**src/rtl/srf_pkg.sv**
```systemverilog
package srf_pkg;

  // Register byte offsets on the Wishbone port
  localparam logic [7:0] ADR_CFG  = 8'h00;
  localparam logic [7:0] ADR_MCW  = 8'h04;
  localparam logic [7:0] ADR_WRD1 = 8'h08;
  localparam logic [7:0] ADR_WRD4 = 8'h14;
  localparam logic [7:0] ADR_IST  = 8'h18;
  localparam logic [7:0] ADR_IMSK = 8'h1C;

  // Configuration field positions
  localparam int CFG_PROTO_BIT = 4;
  localparam int CFG_HALL_LSB  = 8;
  localparam int CFG_ON_LSB    = 16;
  localparam int CFG_PROC_LSB  = 20;

  // Data-field length limits and reset values
  localparam logic [3:0]  LEN_MIN     = 4'h8;
  localparam logic [3:0]  LEN_MAX     = 4'hB;
  localparam logic [3:0]  LEN_RST     = 4'hB;
  localparam logic [15:0] MCW_RST     = 16'h0000;
  localparam logic [11:0] IRQ_RST     = 12'h000;
  localparam logic [15:0] WORD_INIT   = 16'hE000;

  // Result field codes
  localparam logic [11:0] CODE_NONE = 12'h000;
  localparam logic [11:0] CODE_ILIM = 12'h010;
  localparam logic [11:0] CODE_PERR = 12'h012;
  localparam logic [11:0] CODE_FEW  = 12'h019;
  localparam logic [11:0] CODE_MANY = 12'h01A;

  // Word bit positions and serial length
  localparam int         DATA_FLAG = 11;
  localparam int         LOST_BIT  = 12;
  localparam int         PAR_BIT   = 13;
  localparam logic [4:0] SER_LAST  = 5'h0F;

  // Channel state field of each word
  typedef enum logic [1:0] {
    CHS_OFF    = 2'b00,
    CHS_NOPROC = 2'b01,
    CHS_PROC   = 2'b10,
    CHS_REPORT = 2'b11
  } srf_stat_t;

  // One decoded message from the Manchester receiver
  typedef struct packed {
    logic [15:0] bits;
    logic [4:0]  nbits;
    logic        bit_err;
  } srf_msg_t;

  // Block configuration
  typedef struct packed {
    logic [3:0] len;
    logic       proto_b;
    logic [1:0] hall;
    logic [3:0] on;
    logic [3:0] proc;
  } srf_cfg_t;

  // Set bit 13 so the whole word holds an odd count of ones
  function automatic logic [15:0] srf_with_par(input logic [15:0] w);
    logic [15:0] r;
    r          = w;
    r[PAR_BIT] = ~^{w[15:14], w[12:0]};
    return r;
  endfunction : srf_with_par

endpackage : srf_pkg

```
**src/rtl/srf_slot.sv**
```systemverilog
`timescale 1ns/100ps
`default_nettype none
module srf_slot
  import srf_pkg::*;
(
  // Clock, reset, enable
  input  wire logic        clk_i,
  input  wire logic        rst_i,
  input  wire logic        ce_i,
  // Store and pop
  input  wire logic        wr_i,
  input  wire logic [11:0] word_i,
  input  wire logic        pop_i,
  // Slot state
  output logic             full_o,
  output logic             lost_o,
  output logic             rpt_o,
  output logic [11:0]      dat_o
);

  ////////////////////////////////////////////////////////////////
  // One-entry buffer; a word hitting a full slot is dropped
  always_ff @(posedge clk_i) begin
    if (rst_i) begin
      full_o <= 1'b0;
      dat_o  <= CODE_NONE;
    end else if (ce_i) begin
      if (pop_i) begin
        full_o <= wr_i;
        dat_o  <= wr_i ? word_i : CODE_NONE;
      end else if (wr_i && !full_o) begin
        full_o <= 1'b1;
        dat_o  <= word_i;
      end
    end
  end

  // Lost flag; a pop clears it, and a write in the pop cycle is stored, not dropped
  always_ff @(posedge clk_i) begin
    if (rst_i) begin
      lost_o <= 1'b0;
    end else if (ce_i) begin
      if (wr_i && full_o && !pop_i) begin
        lost_o <= 1'b1;
      end else if (pop_i) begin
        lost_o <= 1'b0;
      end
    end
  end

  // Report form holds until the first new word
  always_ff @(posedge clk_i) begin
    if (rst_i) begin
      rpt_o <= 1'b1;
    end else if (ce_i && wr_i) begin
      rpt_o <= 1'b0;
    end
  end

endmodule : srf_slot
`default_nettype wire

```
**src/rtl/srf_serializer.sv**
```systemverilog
`timescale 1ns/100ps
`default_nettype none
module srf_serializer
  import srf_pkg::*;
(
  // Clock, reset, enable
  input  wire logic        clk_i,
  input  wire logic        rst_i,
  input  wire logic        ce_i,
  // Load and shift strobes
  input  wire logic        load_i,
  input  wire logic [15:0] word_i,
  input  wire logic        lsb_first_i,
  input  wire logic        shift_i,
  // Serial data
  output logic             sdo_o
);

  typedef enum logic {SER_IDLE = 1'b0, SER_SHIFT = 1'b1} srf_ser_t;

  srf_ser_t    state_ff;
  logic [15:0] sh_ff;
  logic [4:0]  cnt_ff;
  logic        lsb_ff;

  ////////////////////////////////////////////////////////////////
  // Shifter; a load restarts any word in flight
  always_ff @(posedge clk_i) begin
    if (rst_i) begin
      state_ff <= SER_IDLE;
      sh_ff    <= 16'h0000;
      cnt_ff   <= 5'h00;
      lsb_ff   <= 1'b0;
      sdo_o    <= 1'b0;
    end else if (ce_i) begin
      if (load_i) begin
        state_ff <= SER_SHIFT;
        sh_ff    <= word_i;
        cnt_ff   <= SER_LAST;
        lsb_ff   <= lsb_first_i;
        sdo_o    <= lsb_first_i ? word_i[0] : word_i[15];
      end else if (shift_i) begin
        unique case (state_ff)
          SER_IDLE: begin
            sdo_o <= 1'b0;
          end
          SER_SHIFT: begin
            sh_ff  <= lsb_ff ? (sh_ff >> 1) : (sh_ff << 1);
            sdo_o  <= (cnt_ff == 5'h00) ? 1'b0 : (lsb_ff ? sh_ff[1] : sh_ff[14]);
            cnt_ff <= cnt_ff - 5'h01;
            if (cnt_ff == 5'h00) begin
              state_ff <= SER_IDLE;
            end
          end
        endcase
      end
    end
  end

endmodule : srf_serializer
`default_nettype wire

```
**src/rtl/srf_formatter.sv**
```systemverilog
// The implementer's own choices: the register addresses and the Wishbone interface to the registers.
`timescale 1ns/100ps
`default_nettype none
module srf_formatter
  import srf_pkg::*;
(
  // Clock, reset, enable
  input  wire logic        clk_i,
  input  wire logic        rst_i,
  input  wire logic        ce_i,
  // Wishbone slave
  input  wire logic        wb_cyc_i,
  input  wire logic        wb_stb_i,
  input  wire logic        wb_we_i,
  input  wire logic [7:0]  wb_adr_i,
  input  wire logic [3:0]  wb_sel_i,
  input  wire logic [31:0] wb_dat_i,
  output logic      [31:0] wb_dat_o,
  output logic             wb_ack_o,
  // Decoder and fault events
  input  wire logic        msg_valid_i,
  input  wire logic [1:0]  msg_chan_i,
  input  wire srf_msg_t    msg_i,
  input  wire logic [3:0]  ilim_i,
  input  wire logic [3:0]  perr_i,
  input  wire logic        glob_valid_i,
  input  wire logic [3:0]  glob_code_i,
  // Serial readout
  input  wire logic        ser_load_i,
  input  wire logic [1:0]  ser_chan_i,
  input  wire logic        ser_shift_i,
  output logic             ser_sdo_o,
  // Interrupt
  output logic             irq_o
);

  ////////////////////////////////////////////////////////////////
  // Declarations
  srf_cfg_t    cfg_ff;
  logic [15:0] mcw_ff;
  logic [11:0] ist_ff, imsk_ff, nxt_ist, msg_code;
  logic        glob_done_ff, req, wr_acc, rd_acc, msg_ok, ch_acc;
  logic [31:0] bm, cfg_rd, cfg_new;
  logic [2:0]  ch_rd;
  logic [3:0]  hall, pop, put_wr, is_dat, full, lost, rpt;
  logic [11:0] put_word [4], slot_dat [4];
  logic [15:0] ch_word  [4];

  // Byte-lane mask from the select lines
  function automatic logic [31:0] lanes(input logic [3:0] sel);
    return {{8{sel[3]}}, {8{sel[2]}}, {8{sel[1]}}, {8{sel[0]}}};
  endfunction : lanes

  // Channel word index hit by an address: {hit, index}
  function automatic logic [2:0] ch_of(input logic [7:0] adr);
    logic [7:0] d;
    d = adr - ADR_WRD1;
    return {(adr >= ADR_WRD1) && (adr <= ADR_WRD4), d[3:2]};
  endfunction : ch_of

  ////////////////////////////////////////////////////////////////
  // Bus decode; one request per ack, answer one cycle later
  assign req    = wb_cyc_i && wb_stb_i && !wb_ack_o;
  assign wr_acc = ce_i && req && wb_we_i;
  assign rd_acc = ce_i && req && !wb_we_i;
  assign bm     = lanes(wb_sel_i);
  assign ch_rd  = ch_of(wb_adr_i);

  // Configuration read-back image
  always_comb begin
    cfg_rd                                    = 32'h0000_0000;
    cfg_rd[3:0]                               = cfg_ff.len;
    cfg_rd[CFG_PROTO_BIT]                     = cfg_ff.proto_b;
    cfg_rd[CFG_HALL_LSB+1:CFG_HALL_LSB]       = cfg_ff.hall;
    cfg_rd[CFG_ON_LSB+3:CFG_ON_LSB]           = cfg_ff.on;
    cfg_rd[CFG_PROC_LSB+3:CFG_PROC_LSB]       = cfg_ff.proc;
    cfg_new                                   = (cfg_rd & ~bm) | (wb_dat_i & bm);
  end

  // Ack strobe
  always_ff @(posedge clk_i) begin
    if (rst_i) begin
      wb_ack_o <= 1'b0;
    end else if (ce_i) begin
      wb_ack_o <= req;
    end
  end

  // Read data; unmapped offsets read zero
  always_ff @(posedge clk_i) begin
    if (rst_i) begin
      wb_dat_o <= 32'h0000_0000;
    end else if (rd_acc) begin
      if (ch_rd[2]) begin
        wb_dat_o <= {16'h0000, ch_word[ch_rd[1:0]]};
      end else begin
        unique case (wb_adr_i)
          ADR_CFG:  wb_dat_o <= cfg_rd;
          ADR_MCW:  wb_dat_o <= {16'h0000, mcw_ff};
          ADR_IST:  wb_dat_o <= {20'h00000, ist_ff};
          ADR_IMSK: wb_dat_o <= {20'h00000, imsk_ff};
          default:  wb_dat_o <= 32'h0000_0000;
        endcase
      end
    end
  end

  ////////////////////////////////////////////////////////////////
  // Configuration; a length outside 8..11 is refused, old one kept
  always_ff @(posedge clk_i) begin
    if (rst_i) begin
      cfg_ff <= '{len: LEN_RST, proto_b: 1'b0, hall: 2'b00, on: 4'h0, proc: 4'h0};
    end else if (wr_acc && wb_adr_i == ADR_CFG) begin
      if (cfg_new[3:0] >= LEN_MIN && cfg_new[3:0] <= LEN_MAX) begin
        cfg_ff.len <= cfg_new[3:0];
      end
      cfg_ff.proto_b <= cfg_new[CFG_PROTO_BIT];
      cfg_ff.hall    <= cfg_new[CFG_HALL_LSB+1:CFG_HALL_LSB];
      cfg_ff.on      <= cfg_new[CFG_ON_LSB+3:CFG_ON_LSB];
      cfg_ff.proc    <= cfg_new[CFG_PROC_LSB+3:CFG_PROC_LSB];
    end
  end

  // Main configuration word
  always_ff @(posedge clk_i) begin
    if (rst_i) begin
      mcw_ff <= MCW_RST;
    end else if (wr_acc && wb_adr_i == ADR_MCW) begin
      mcw_ff <= (mcw_ff & ~bm[15:0]) | (wb_dat_i[15:0] & bm[15:0]);
    end
  end

  // Hall select exists for channels three and four only
  assign hall = {cfg_ff.hall, 2'b00};

  ////////////////////////////////////////////////////////////////
  // Message check against the configured data-field length
  always_comb begin
    msg_ok   = 1'b0;
    msg_code = CODE_NONE;
    if (msg_i.bit_err || msg_i.nbits < {1'b0, cfg_ff.len}) begin
      msg_code = CODE_FEW;
    end else if (msg_i.nbits > {1'b0, cfg_ff.len}) begin
      msg_code = CODE_MANY;
    end else begin
      msg_ok   = 1'b1;
      msg_code = msg_i.bits[11:0] & ~(12'hFFF << cfg_ff.len);
      msg_code[DATA_FLAG] = cfg_ff.proto_b;
    end
  end

  // Per-channel event choice: current limit, parity, message, global
  always_comb begin
    for (int i = 0; i < 4; i++) begin
      put_wr[i]   = 1'b0;
      is_dat[i]   = 1'b0;
      put_word[i] = CODE_NONE;
      if (ilim_i[i]) begin
        put_wr[i]   = 1'b1;
        put_word[i] = CODE_ILIM;
      end else if (perr_i[i]) begin
        put_wr[i]   = 1'b1;
        put_word[i] = CODE_PERR;
      end else if (msg_valid_i && msg_chan_i == 2'(i) && !hall[i]
                   && cfg_ff.on[i] && cfg_ff.proc[i]) begin
        put_wr[i]   = 1'b1;
        is_dat[i]   = msg_ok;
        put_word[i] = msg_code;
      end else if (i == 0 && glob_valid_i && !glob_done_ff) begin
        put_wr[i]   = 1'b1;
        put_word[i] = {8'h00, glob_code_i};
      end
    end
  end

  // Global code latched once until channel one is read
  always_ff @(posedge clk_i) begin
    if (rst_i) begin
      glob_done_ff <= 1'b0;
    end else if (ce_i) begin
      if (glob_valid_i && !ilim_i[0] && !perr_i[0]) begin
        glob_done_ff <= 1'b1;
      end else if (pop[0]) begin
        glob_done_ff <= 1'b0;
      end
    end
  end

  ////////////////////////////////////////////////////////////////
  // Channel slots and read-back words
  always_comb begin
    for (int i = 0; i < 4; i++) begin
      pop[i] = (rd_acc && ch_rd[2] && ch_rd[1:0] == 2'(i))
               || (ce_i && ser_load_i && ser_chan_i == 2'(i));
    end
  end

  for (genvar g = 0; g < 4; g++) begin : g_slot
    srf_slot u_slot (
      .clk_i  (clk_i),
      .rst_i  (rst_i),
      .ce_i   (ce_i),
      .wr_i   (put_wr[g]),
      .word_i (put_word[g]),
      .pop_i  (pop[g]),
      .full_o (full[g]),
      .lost_o (lost[g]),
      .rpt_o  (rpt[g]),
      .dat_o  (slot_dat[g])
    );
  end

  // Word = state, parity, lost flag, result field
  always_comb begin
    for (int i = 0; i < 4; i++) begin
      srf_stat_t   cst;
      logic [11:0] pay;
      cst = CHS_OFF;
      pay = slot_dat[i];
      if (rpt[i]) begin
        cst = CHS_REPORT;
        pay = (i == 0) ? mcw_ff[11:0] : CODE_NONE;
      end else if (cfg_ff.on[i]) begin
        cst = cfg_ff.proc[i] ? CHS_PROC : CHS_NOPROC;
      end
      ch_word[i] = srf_with_par({cst, 1'b0, lost[i] && !rpt[i], pay});
    end
  end

  ////////////////////////////////////////////////////////////////
  // Serial readout; bit order follows the protocol
  srf_serializer u_ser (
    .clk_i       (clk_i),
    .rst_i       (rst_i),
    .ce_i        (ce_i),
    .load_i      (ser_load_i),
    .word_i      (ch_word[ser_chan_i]),
    .lsb_first_i (cfg_ff.proto_b),
    .shift_i     (ser_shift_i),
    .sdo_o       (ser_sdo_o)
  );

  ////////////////////////////////////////////////////////////////
  // Interrupt status: [3:0] lost, [7:4] fault, [11:8] data; set wins
  always_comb begin
    nxt_ist = ist_ff;
    if (wr_acc && wb_adr_i == ADR_IST) begin
      nxt_ist = ist_ff & ~(wb_dat_i[11:0] & bm[11:0]);
    end
    nxt_ist = nxt_ist | {put_wr & is_dat, put_wr & ~is_dat, put_wr & full & ~pop};
  end

  always_ff @(posedge clk_i) begin
    if (rst_i) begin
      ist_ff <= IRQ_RST;
    end else if (ce_i) begin
      ist_ff <= nxt_ist;
    end
  end

  // Mask register
  always_ff @(posedge clk_i) begin
    if (rst_i) begin
      imsk_ff <= IRQ_RST;
    end else if (wr_acc && wb_adr_i == ADR_IMSK) begin
      imsk_ff <= (imsk_ff & ~bm[11:0]) | (wb_dat_i[11:0] & bm[11:0]);
    end
  end

  // Level interrupt, registered
  always_ff @(posedge clk_i) begin
    if (rst_i) begin
      irq_o <= 1'b0;
    end else if (ce_i) begin
      irq_o <= |(nxt_ist & imsk_ff);
    end
  end

  // Message really stored; a global code landing on channel one must not count
  assign ch_acc = ce_i && msg_valid_i && put_wr[msg_chan_i] && !ilim_i[msg_chan_i]
                  && !perr_i[msg_chan_i] && !full[msg_chan_i] && !pop[msg_chan_i]
                  && !hall[msg_chan_i] && cfg_ff.on[msg_chan_i] && cfg_ff.proc[msg_chan_i];
endmodule : srf_formatter
`default_nettype wire

```
**config.mk**
```make
export PLATFORM = sky130hd
export DESIGN_NAME = srf_formatter
export DESIGN_NICKNAME = d
export VERILOG_FILES = /design/src/rtl/srf_pkg.sv /design/src/rtl/srf_slot.sv /design/src/rtl/srf_serializer.sv /design/src/rtl/srf_formatter.sv
export SDC_FILE = /design/constraint.sdc
export NUM_CORES = 1
export LEC_CHECK = 0
export ABC_CLOCK_PERIOD_IN_PS = 3400
export CORE_MARGIN = 1
export CORE_UTILIZATION = 30
export CTS_CLUSTER_DIAMETER = 80
export DETAILED_ROUTE_END_ITERATION = 7
export DONT_BUFFER_PORTS = 1
export PLACE_DENSITY_LB_ADDON = 0.1
export SYNTH_ARGS = -nofsm -noshare
export SYNTH_HDL_FRONTEND = slang
export SYNTH_SLANG_ARGS = --single-unit
```
**constraint.sdc**
```tcl
create_clock -name clk_i -period 3.4 [get_ports clk_i]
set_clock_uncertainty 0.15 [all_clocks]
set_input_delay 0.17 -clock clk_i [delete_from_list [all_inputs] [get_ports clk_i]]
set_output_delay 0.17 -clock clk_i [all_outputs]
set_load 0.05 [all_outputs]
```
# Word-level counts from Yosys, hierarchy flattened

Cells that the tools add are included.
W data, S select, Z words.

Reduce and logical (&&, ||, !) cells: 116
$lt $le $gt $ge: 8
Mux-type cells: 113
Bitwise logic cells: 27
Shift-type cells: 1
Add/sub/neg operators: 2
Multipliers: 0
Eq/ne operators: 12
Divide/modulo/power cells: 0

Operator list:

| kind                 | count |
|---|---|
| $mux W12             | 31 |
| $mux W16             | 8 |
| $pmux W24 S4         | 1 |
| $bmux W16 S2         | 2 |
| $reduce_xnor A15 Y1  | 4 |
| $logic_and A1 B1 Y1  | 58 |
| $mux W1              | 53 |
| $and A12 B12 Y12     | 4 |
| $and A24 B24 Y24     | 2 |
| $and A16 B16 Y16     | 2 |
| $mux W2              | 12 |
| $mux W24             | 1 |
| $not A12 Y12         | 2 |
| $not A24 Y24         | 1 |
| $or A12 B12 Y12      | 2 |
| $or A24 B24 Y24      | 1 |
| $reduce_and A2 Y1    | 12 |
| $reduce_bool A2 Y1   | 11 |
| $logic_not A1 Y1     | 19 |
| $and A4 B4 Y4        | 4 |
| $eq A8 B5 Y1 const B | 2 |
| $not A16 Y16         | 1 |
| $or A16 B16 Y16      | 1 |
| $mux W5              | 3 |
| 26 further kinds     | 42 |

Output and inout bits: 35
Memories kept: 0
Bits in writable memories: 0
Register bits: 174
Memory bits (read-only): 0
Bits in latches: 0
Logic and storage cells: 312

# Logic depth before layout (Yosys ltp)

Word-level depth: 13
Depth in mapped cells: 10
Mapped depth without buffers: 8

# By module

Synthesis repeated with hierarchy kept, for this count alone.

Cells, all modules: 1208
Area total of the unflattened synthesis: 10072.2 um^2

By module, submodules not included:

| module         | sequential area each (um^2) | area each (um^2) | times used | cells each |
|---|---|---|---|---|
| srf_formatter  | 1641.6                      | 6118.4           | 1          | 776 |
| srf_slot       | 300.3                       | 643.1            | 4          | 68 |
| srf_serializer | 480.5                       | 1381.3           | 1          | 160 |

# Worst setup path before layout

OpenSTA, ideal clock, no wires.

Path type: register to register
From: register cfg_ff[14] in the netlist's numbering
To: register irq_o
Library setup time: 0.144 ns
Arrival time: 2.698 ns
Cell stages (with the launch flop): 11
Setup slack: 0.409 ns
Path through: dfxtp_1 -> clkbuf_1 -> inv_1 -> ha_1 -> nand3_1 -> or4b_2 -> nor3_1 -> clkbuf_1 -> o2bb2ai_1 -> nor4_1 -> a311oi_1

Word-level cells in the longest chain between the ends: 11

RTL lines:

| item                                          | RTL line                                   | text |
|---|---|---|
| from (decl)                                   | srf_formatter.sv:39                        | `srf_cfg_t cfg_ff;` |
| from (signal assigned)                        | srf_formatter.sv:112                       | `cfg_ff <= '{len: LEN_RST, proto_b: 1'b0, hall: 2'b00, on: 4'h0, proc: 4'h0};` |
| $gt A5 B4 Y1 or $lt A5 B4 Y1 (tied branches)  | srf_formatter.sv:143, srf_formatter.sv:141 |  |
| $mux W1 or $logic_or A1 B1 Y1 (tied branches) | srf_formatter.sv:143, srf_formatter.sv:141 |  |
| $mux W1 *                                     | srf_formatter.sv:141                       | `if (msg_i.bit_err \|\| msg_i.nbits < {1'b0, cfg_ff.len}) begin` |
| $mux W1                                       | srf_formatter.sv:164                       | `end else if (msg_valid_i && msg_chan_i == 2'(i) && !hall[i]` |
| $mux W1                                       | srf_formatter.sv:161                       | `end else if (perr_i[i]) begin` |
| $mux W1                                       | srf_formatter.sv:158                       | `if (ilim_i[i]) begin` |
| $not A4 Y4                                    | srf_formatter.sv:250                       | `nxt_ist = nxt_ist \| {put_wr & is_dat, put_wr & ~is_dat, put_wr & full & ~pop};` |
| $and A4 B4 Y4                                 | srf_formatter.sv:250                       |  |
| $or A12 B12 Y12 *                             | srf_formatter.sv:250                       |  |
| $and A12 B12 Y12 *                            | srf_formatter.sv:275                       | `irq_o <= \|(nxt_ist & imsk_ff);` |
| $reduce_or A12 Y1 *                           | srf_formatter.sv:275                       |  |
| to (signal assigned)                          | srf_formatter.sv:275                       |  |
| to (decl)                                     | srf_formatter.sv:34                        | `output logic irq_o` |

Every way passes the cells marked *; elsewhere a longest branch is shown, timed or not.
A chain may end at the register's enable or synchronous reset.

# Worst setup path in the final report

From: register cfg_ff[13] in the netlist's numbering
To: register g_slot[1].u_slot.dat_o[0]

Word-level cells in the longest chain between the ends: 10

RTL lines:

| item                               | RTL line                       | text |
|---|---|---|
| $shl A12 B4 Y11                    | srf_formatter.sv:147           | `msg_code = msg_i.bits[11:0] & ~(12'hFFF << cfg_ff.len);` |
| $not A11 Y11                       | srf_formatter.sv:147           |  |
| $and A11 B11 Y11                   | srf_formatter.sv:147           |  |
| $mux W12                           | srf_formatter.sv:143           | `end else if (msg_i.nbits > {1'b0, cfg_ff.len}) begin` |
| $mux W12 *                         | srf_formatter.sv:141           |  |
| $mux W12 *                         | srf_formatter.sv:164           |  |
| $mux W12 *                         | srf_formatter.sv:161           |  |
| $mux W12 *                         | srf_formatter.sv:158           |  |
| $mux W12, on equally long branches | srf_slot.sv:31, srf_slot.sv:30 |  |
| $mux W12 *                         | srf_slot.sv:28                 | `if (pop_i) begin` |
| to (signal assigned)               | srf_slot.sv:30                 | `dat_o <= wr_i ? word_i : CODE_NONE;` |
| to (signal assigned)               | srf_slot.sv:33                 | `dat_o <= word_i;` |
| to (decl)                          | srf_slot.sv:18                 | `output logic [11:0] dat_o` |

Every way passes the cells marked *; elsewhere a longest branch is shown, timed or not. The select of a mux whose other input is x is not followed.

==> impl.org <==
** Hold path
- The worst hold path begins at ser_chan_i[1].
- The min-delay analysis places its worst path in the category in -> reg.
- The worst hold path passes through 5 cells.
- For hold timing, the worst endpoint is u_ser.sh_ff[6].

** Yosys
- For this run, the leading register cell type out of synthesis is sky130_fd_sc_hd__dfxtp_1.
- Register bit total from synthesis :: 166
- Mean post-synth cell area :: 8.15 µm²
- The cell area that synthesis handed to floorplanning was 0.00944 mm².
- Yosys mapped a number of flops with a built-in enable equal to 0.
- In the synthesized netlist the async set-or-reset flop fraction comes to 0%.
- Counting distinct cell types in the post-synthesis netlist gives 77.
- Synthesis warning total :: 0
- Synthesis produced 1158 cells.
- Post-synthesis sequential area ratio :: 35.2%

** Drt
- Before antenna repair, the detailed router went through 7 iterations.
- Once detail routing completed, the nets flagged for antenna violations numbered 0.
- In the routed layout, each cell is associated on average with a via count of 5.66.
- Number of remaining DRC errors :: 16
- Number of vias in the routed layout :: 9114
- DR iter-0 viols :: 900
- Aggregate routed wire length :: 39.3 mm
- Dividing the detail-routed wire length by the instance count gives 24.4 µm.

** Finish
- The area growth from synthesis to layout is 18.7%.
- The finished cells cover 0.0112 mm².
- Antenna Diode Count :: 0
- The layout has ~3300 filler cells.
- The sequential cells in the finished layout cover a total of approximately 0.0033 mm².
- In the final layout, the multi-input gates occupy 0.00568 mm².
- In the final design database the tool counted 1299 nets.
- Ratio of cells with drive above 1 in the final layout :: 8.57%

** Placement
- Worst slack after detailed placement :: around 0.36 ns
- Count of buffers from port buffering :: 0
- The congestion estimate from routability-driven global placement came to between 0.8 and 0.9.
- Post-DP HPWL :: 28.2 mm
- Area of placed instances :: 0.00994 mm²

** Critical path
- CP Launch Type :: flip-flop
- STA classifies the critical path endpoint as a flip-flop.
- Capture point of the worst reg-to-reg path :: g_slot[1].u_slot.dat_o[0]
- For flop-to-flop paths, the worst setup slack is 0.22 ns.
- Count of cells along the worst register-to-register path :: 9
- CP required :: 3.56 ns
- By startpoint and endpoint, the worst setup path is classified as reg -> reg.
- In this run the worst path has a maximum fanout of 7.
- Startpoint of the lowest-slack register-to-register path :: cfg_ff[13]
- For the worst setup path, the data arrival time is 3.34 ns.

** Outcome
- Outcome :: finished with violations
- Violated checks :: DRC

** Job
- Max-capacitance violation count :: 0

** Floorplanning
- For this configuration, the core starts out at a cell density of 30.7%.
- The die covers about 0.032 mm².
- Area of the core :: 0.0307 mm²
- Number of rows in the core area :: 64
- Die X-Extent :: 179 µm
- Pin placement for this block handled 127 I/O pins.
- From bottom edge to top edge, the die measures 179 µm.

** Power and ir drop
- Power spread over the standard cell area amounts to 404 mW/mm².
- The worst-case IR drop observed on VDD is roughly 380 µV.
- In this run the static leakage power is approximately 3.8 nW.
- Overall power after layout :: roughly 0.0045 W

** GRT
- Met3 track utilization from global routing :: approximately 3.9%
- Most used routing layer :: met2
- After global routing the overflow that remains totals 0.
- The first global-routing pass estimated around 57 mm of wire.
- Entering global routing, the biggest net connects between 150 and 200 pins.
- Number of global-route vias before repair :: just under 9000
- Global routing usage summed across all routing layers :: 24.6%
- Global-route track usage on met2 :: 38.2%
- Global routing used 35.0% of the available met1 tracks.
- Initial antenna violation count :: 0

** Clocking
- Clock edge transition at the registers on the reported setup and hold paths :: about 0.070 ns
- TritonCTS built the clock tree.
- Clock tree root driver cell :: sky130_fd_sc_hd__clkbuf_16
- The clock net in this run drives a total of 166 sinks.
- Setup Buffers After CTS :: 0
- Counting along the longest clock path gives a buffer depth of 2.
- Clock tree synthesis inserted a total of 17 buffers.
- Hold repair after CTS inserted 65 buffers.
- Gates resized during post-CTS repair numbered 0.
- Clock latency on the worst-skew pair, taken at its later pin, is ~0.44 ns.
- Number of H-tree levels :: 4

** Timing
- At the pin with the least slew margin, the transition time is 1.03 ns.
- Measured against its own limit, the worst slew margin works out to 31.4%.
- Number of failing setup endpoints in the final timing report :: 0
- FMAX :: between 300 and 400 MHz
- Hold Fails Final Rpt :: 0
- Unrepaired setup endpoints after global routing :: no
- Slack of the critical path :: 0.215 ns
- The final critical path takes up approximately 94% of the cycle.
- Counting I/O delays and the setup requirement, the final critical path takes 3.18 ns.
- The number of slew-limit violations in the final report is 0.
- Setup TNS :: 0 ns
-- worst max path at each step --
stage                from                   endpoint  cells after the start
6_report       cfg_ff[13]  g_slot[1].u_slot.dat_o[0]                      9
2_1_floorplan  cfg_ff[14]                      irq_o                     10
3_3_place_gp   cfg_ff[13]                      irq_o                      9
4_1_cts        cfg_ff[13]  g_slot[1].u_slot.dat_o[0]                      9
3_5_place_dp   cfg_ff[13]                      irq_o                      8
5_1_grt        cfg_ff[13]  g_slot[1].u_slot.dat_o[0]                      9
-- area by class of cell --
cell class | instances | area share (%)
Clock inverter | 15 | 1.26
Inverter | 30 | 1.01
Multi-Input combinational cell | 878 | 50.7
Timing Repair Buffer | 108 | 9.14
Sequential cell | 166 | 29.7
Clock buffer | 17 | 3.80
Tap cell | 396 | 4.42
-- worst max-delay path, stage by stage, from the launching register on --
cell                            delay (ns)
sky130_fd_sc_hd__dfxtp_1              0.41
sky130_fd_sc_hd__inv_1                0.19
sky130_fd_sc_hd__ha_1                 0.36
sky130_fd_sc_hd__a21oi_1              0.09
sky130_fd_sc_hd__o211a_1              0.28
sky130_fd_sc_hd__a311oi_1             0.61
sky130_fd_sc_hd__nor3_1               0.17
sky130_fd_sc_hd__dlygate4sd3_1        0.62
sky130_fd_sc_hd__a21oi_1              0.12
sky130_fd_sc_hd__nor2_1               0.05
-- where the power goes --
part           switching, W  internal, W
Sequential        0.0000521      0.00199
Clock              0.000937      0.00103
Combinational      0.000315     0.000213
-- cell usage in the layout, fill, tap and decap left out, types with 8 or more instances in the layout --
master and n:
sky130_fd_sc_hd__dfxtp_1 166, sky130_fd_sc_hd__nor2_1 144, sky130_fd_sc_hd__a21oi_1 98, sky130_fd_sc_hd__nand2_1 92, sky130_fd_sc_hd__dlygate4sd3_1 62, sky130_fd_sc_hd__o21ai_0 59
sky130_fd_sc_hd__a22oi_1 45, sky130_fd_sc_hd__buf_4 42, sky130_fd_sc_hd__mux2i_1 36, sky130_fd_sc_hd__xnor2_1 35, sky130_fd_sc_hd__a211oi_1 34, sky130_fd_sc_hd__inv_1 30
sky130_fd_sc_hd__nand3_1 27, sky130_fd_sc_hd__nor2b_1 23, sky130_fd_sc_hd__nand2b_1 21, sky130_fd_sc_hd__nor3_1 18, sky130_fd_sc_hd__nand3b_1 18, sky130_fd_sc_hd__clkbuf_16 17
sky130_fd_sc_hd__a31oi_1 14, sky130_fd_sc_hd__or3_1 12, sky130_fd_sc_hd__nor4_1 11, sky130_fd_sc_hd__a22o_1 11, sky130_fd_sc_hd__mux4_2 10, sky130_fd_sc_hd__a221oi_1 8
sky130_fd_sc_hd__xnor3_1 8, sky130_fd_sc_hd__conb_1 8
-- per-layer routing --
| layer | vias up | part of all wire, % |
|---|---|---|
| li1 | 4316 | - |
| met1 | 4454 | 48 |
| met2 | 313 | 44 |
| met3 | 31 | 6.0 |
| met4 | 0 | 1.9 |
| met5 | - | 0 |
-- kinds of logic after synthesis --
family,synth area share [%]
DFF,35.2
xor gates and xnor gates,5.53
buffers and inverters,5.21
muxes,6.44
adders and majority gates,0.796
and+or+nand+nor,21.3
other,0.0397
AOI/OAI and AO/OA,25.4
-- synthesized netlist by cell type, drive strengths merged (18+ instances only) --
cell type,n,area share [%]
inv,30,1.2
mux2i,36,3.8
o21ai,60,3.2
nor2b,23,1.5
a22oi,45,3.6
buf,22,1.3
nand2b,21,1.4
dfxtp,166,35
nand2,92,3.7
nor3,19,1.1
xnor2,35,3.2
nand3,27,1.4
nor2,145,5.8
nand3b,18,1.4
a21oi,98,5.2
clkbuf,69,2.7
a211oi,34,2.7
-- per-stage QoR --
step | hold WS [ns] | util, % | std cells
6_report | 0.00920 | 36.4 | 1610
5_1_grt | 0.0324 | 36.4 | 1610
3_3_place_gp | 0.104 | 32.3 | 1513
3_5_place_dp | 0.107 | 32.3 | 1513
2_1_floorplan | 0.138 | - | 1165
4_1_cts | 0.00168 | 36.4 | 1610
(Power assumes the default switching activity.)
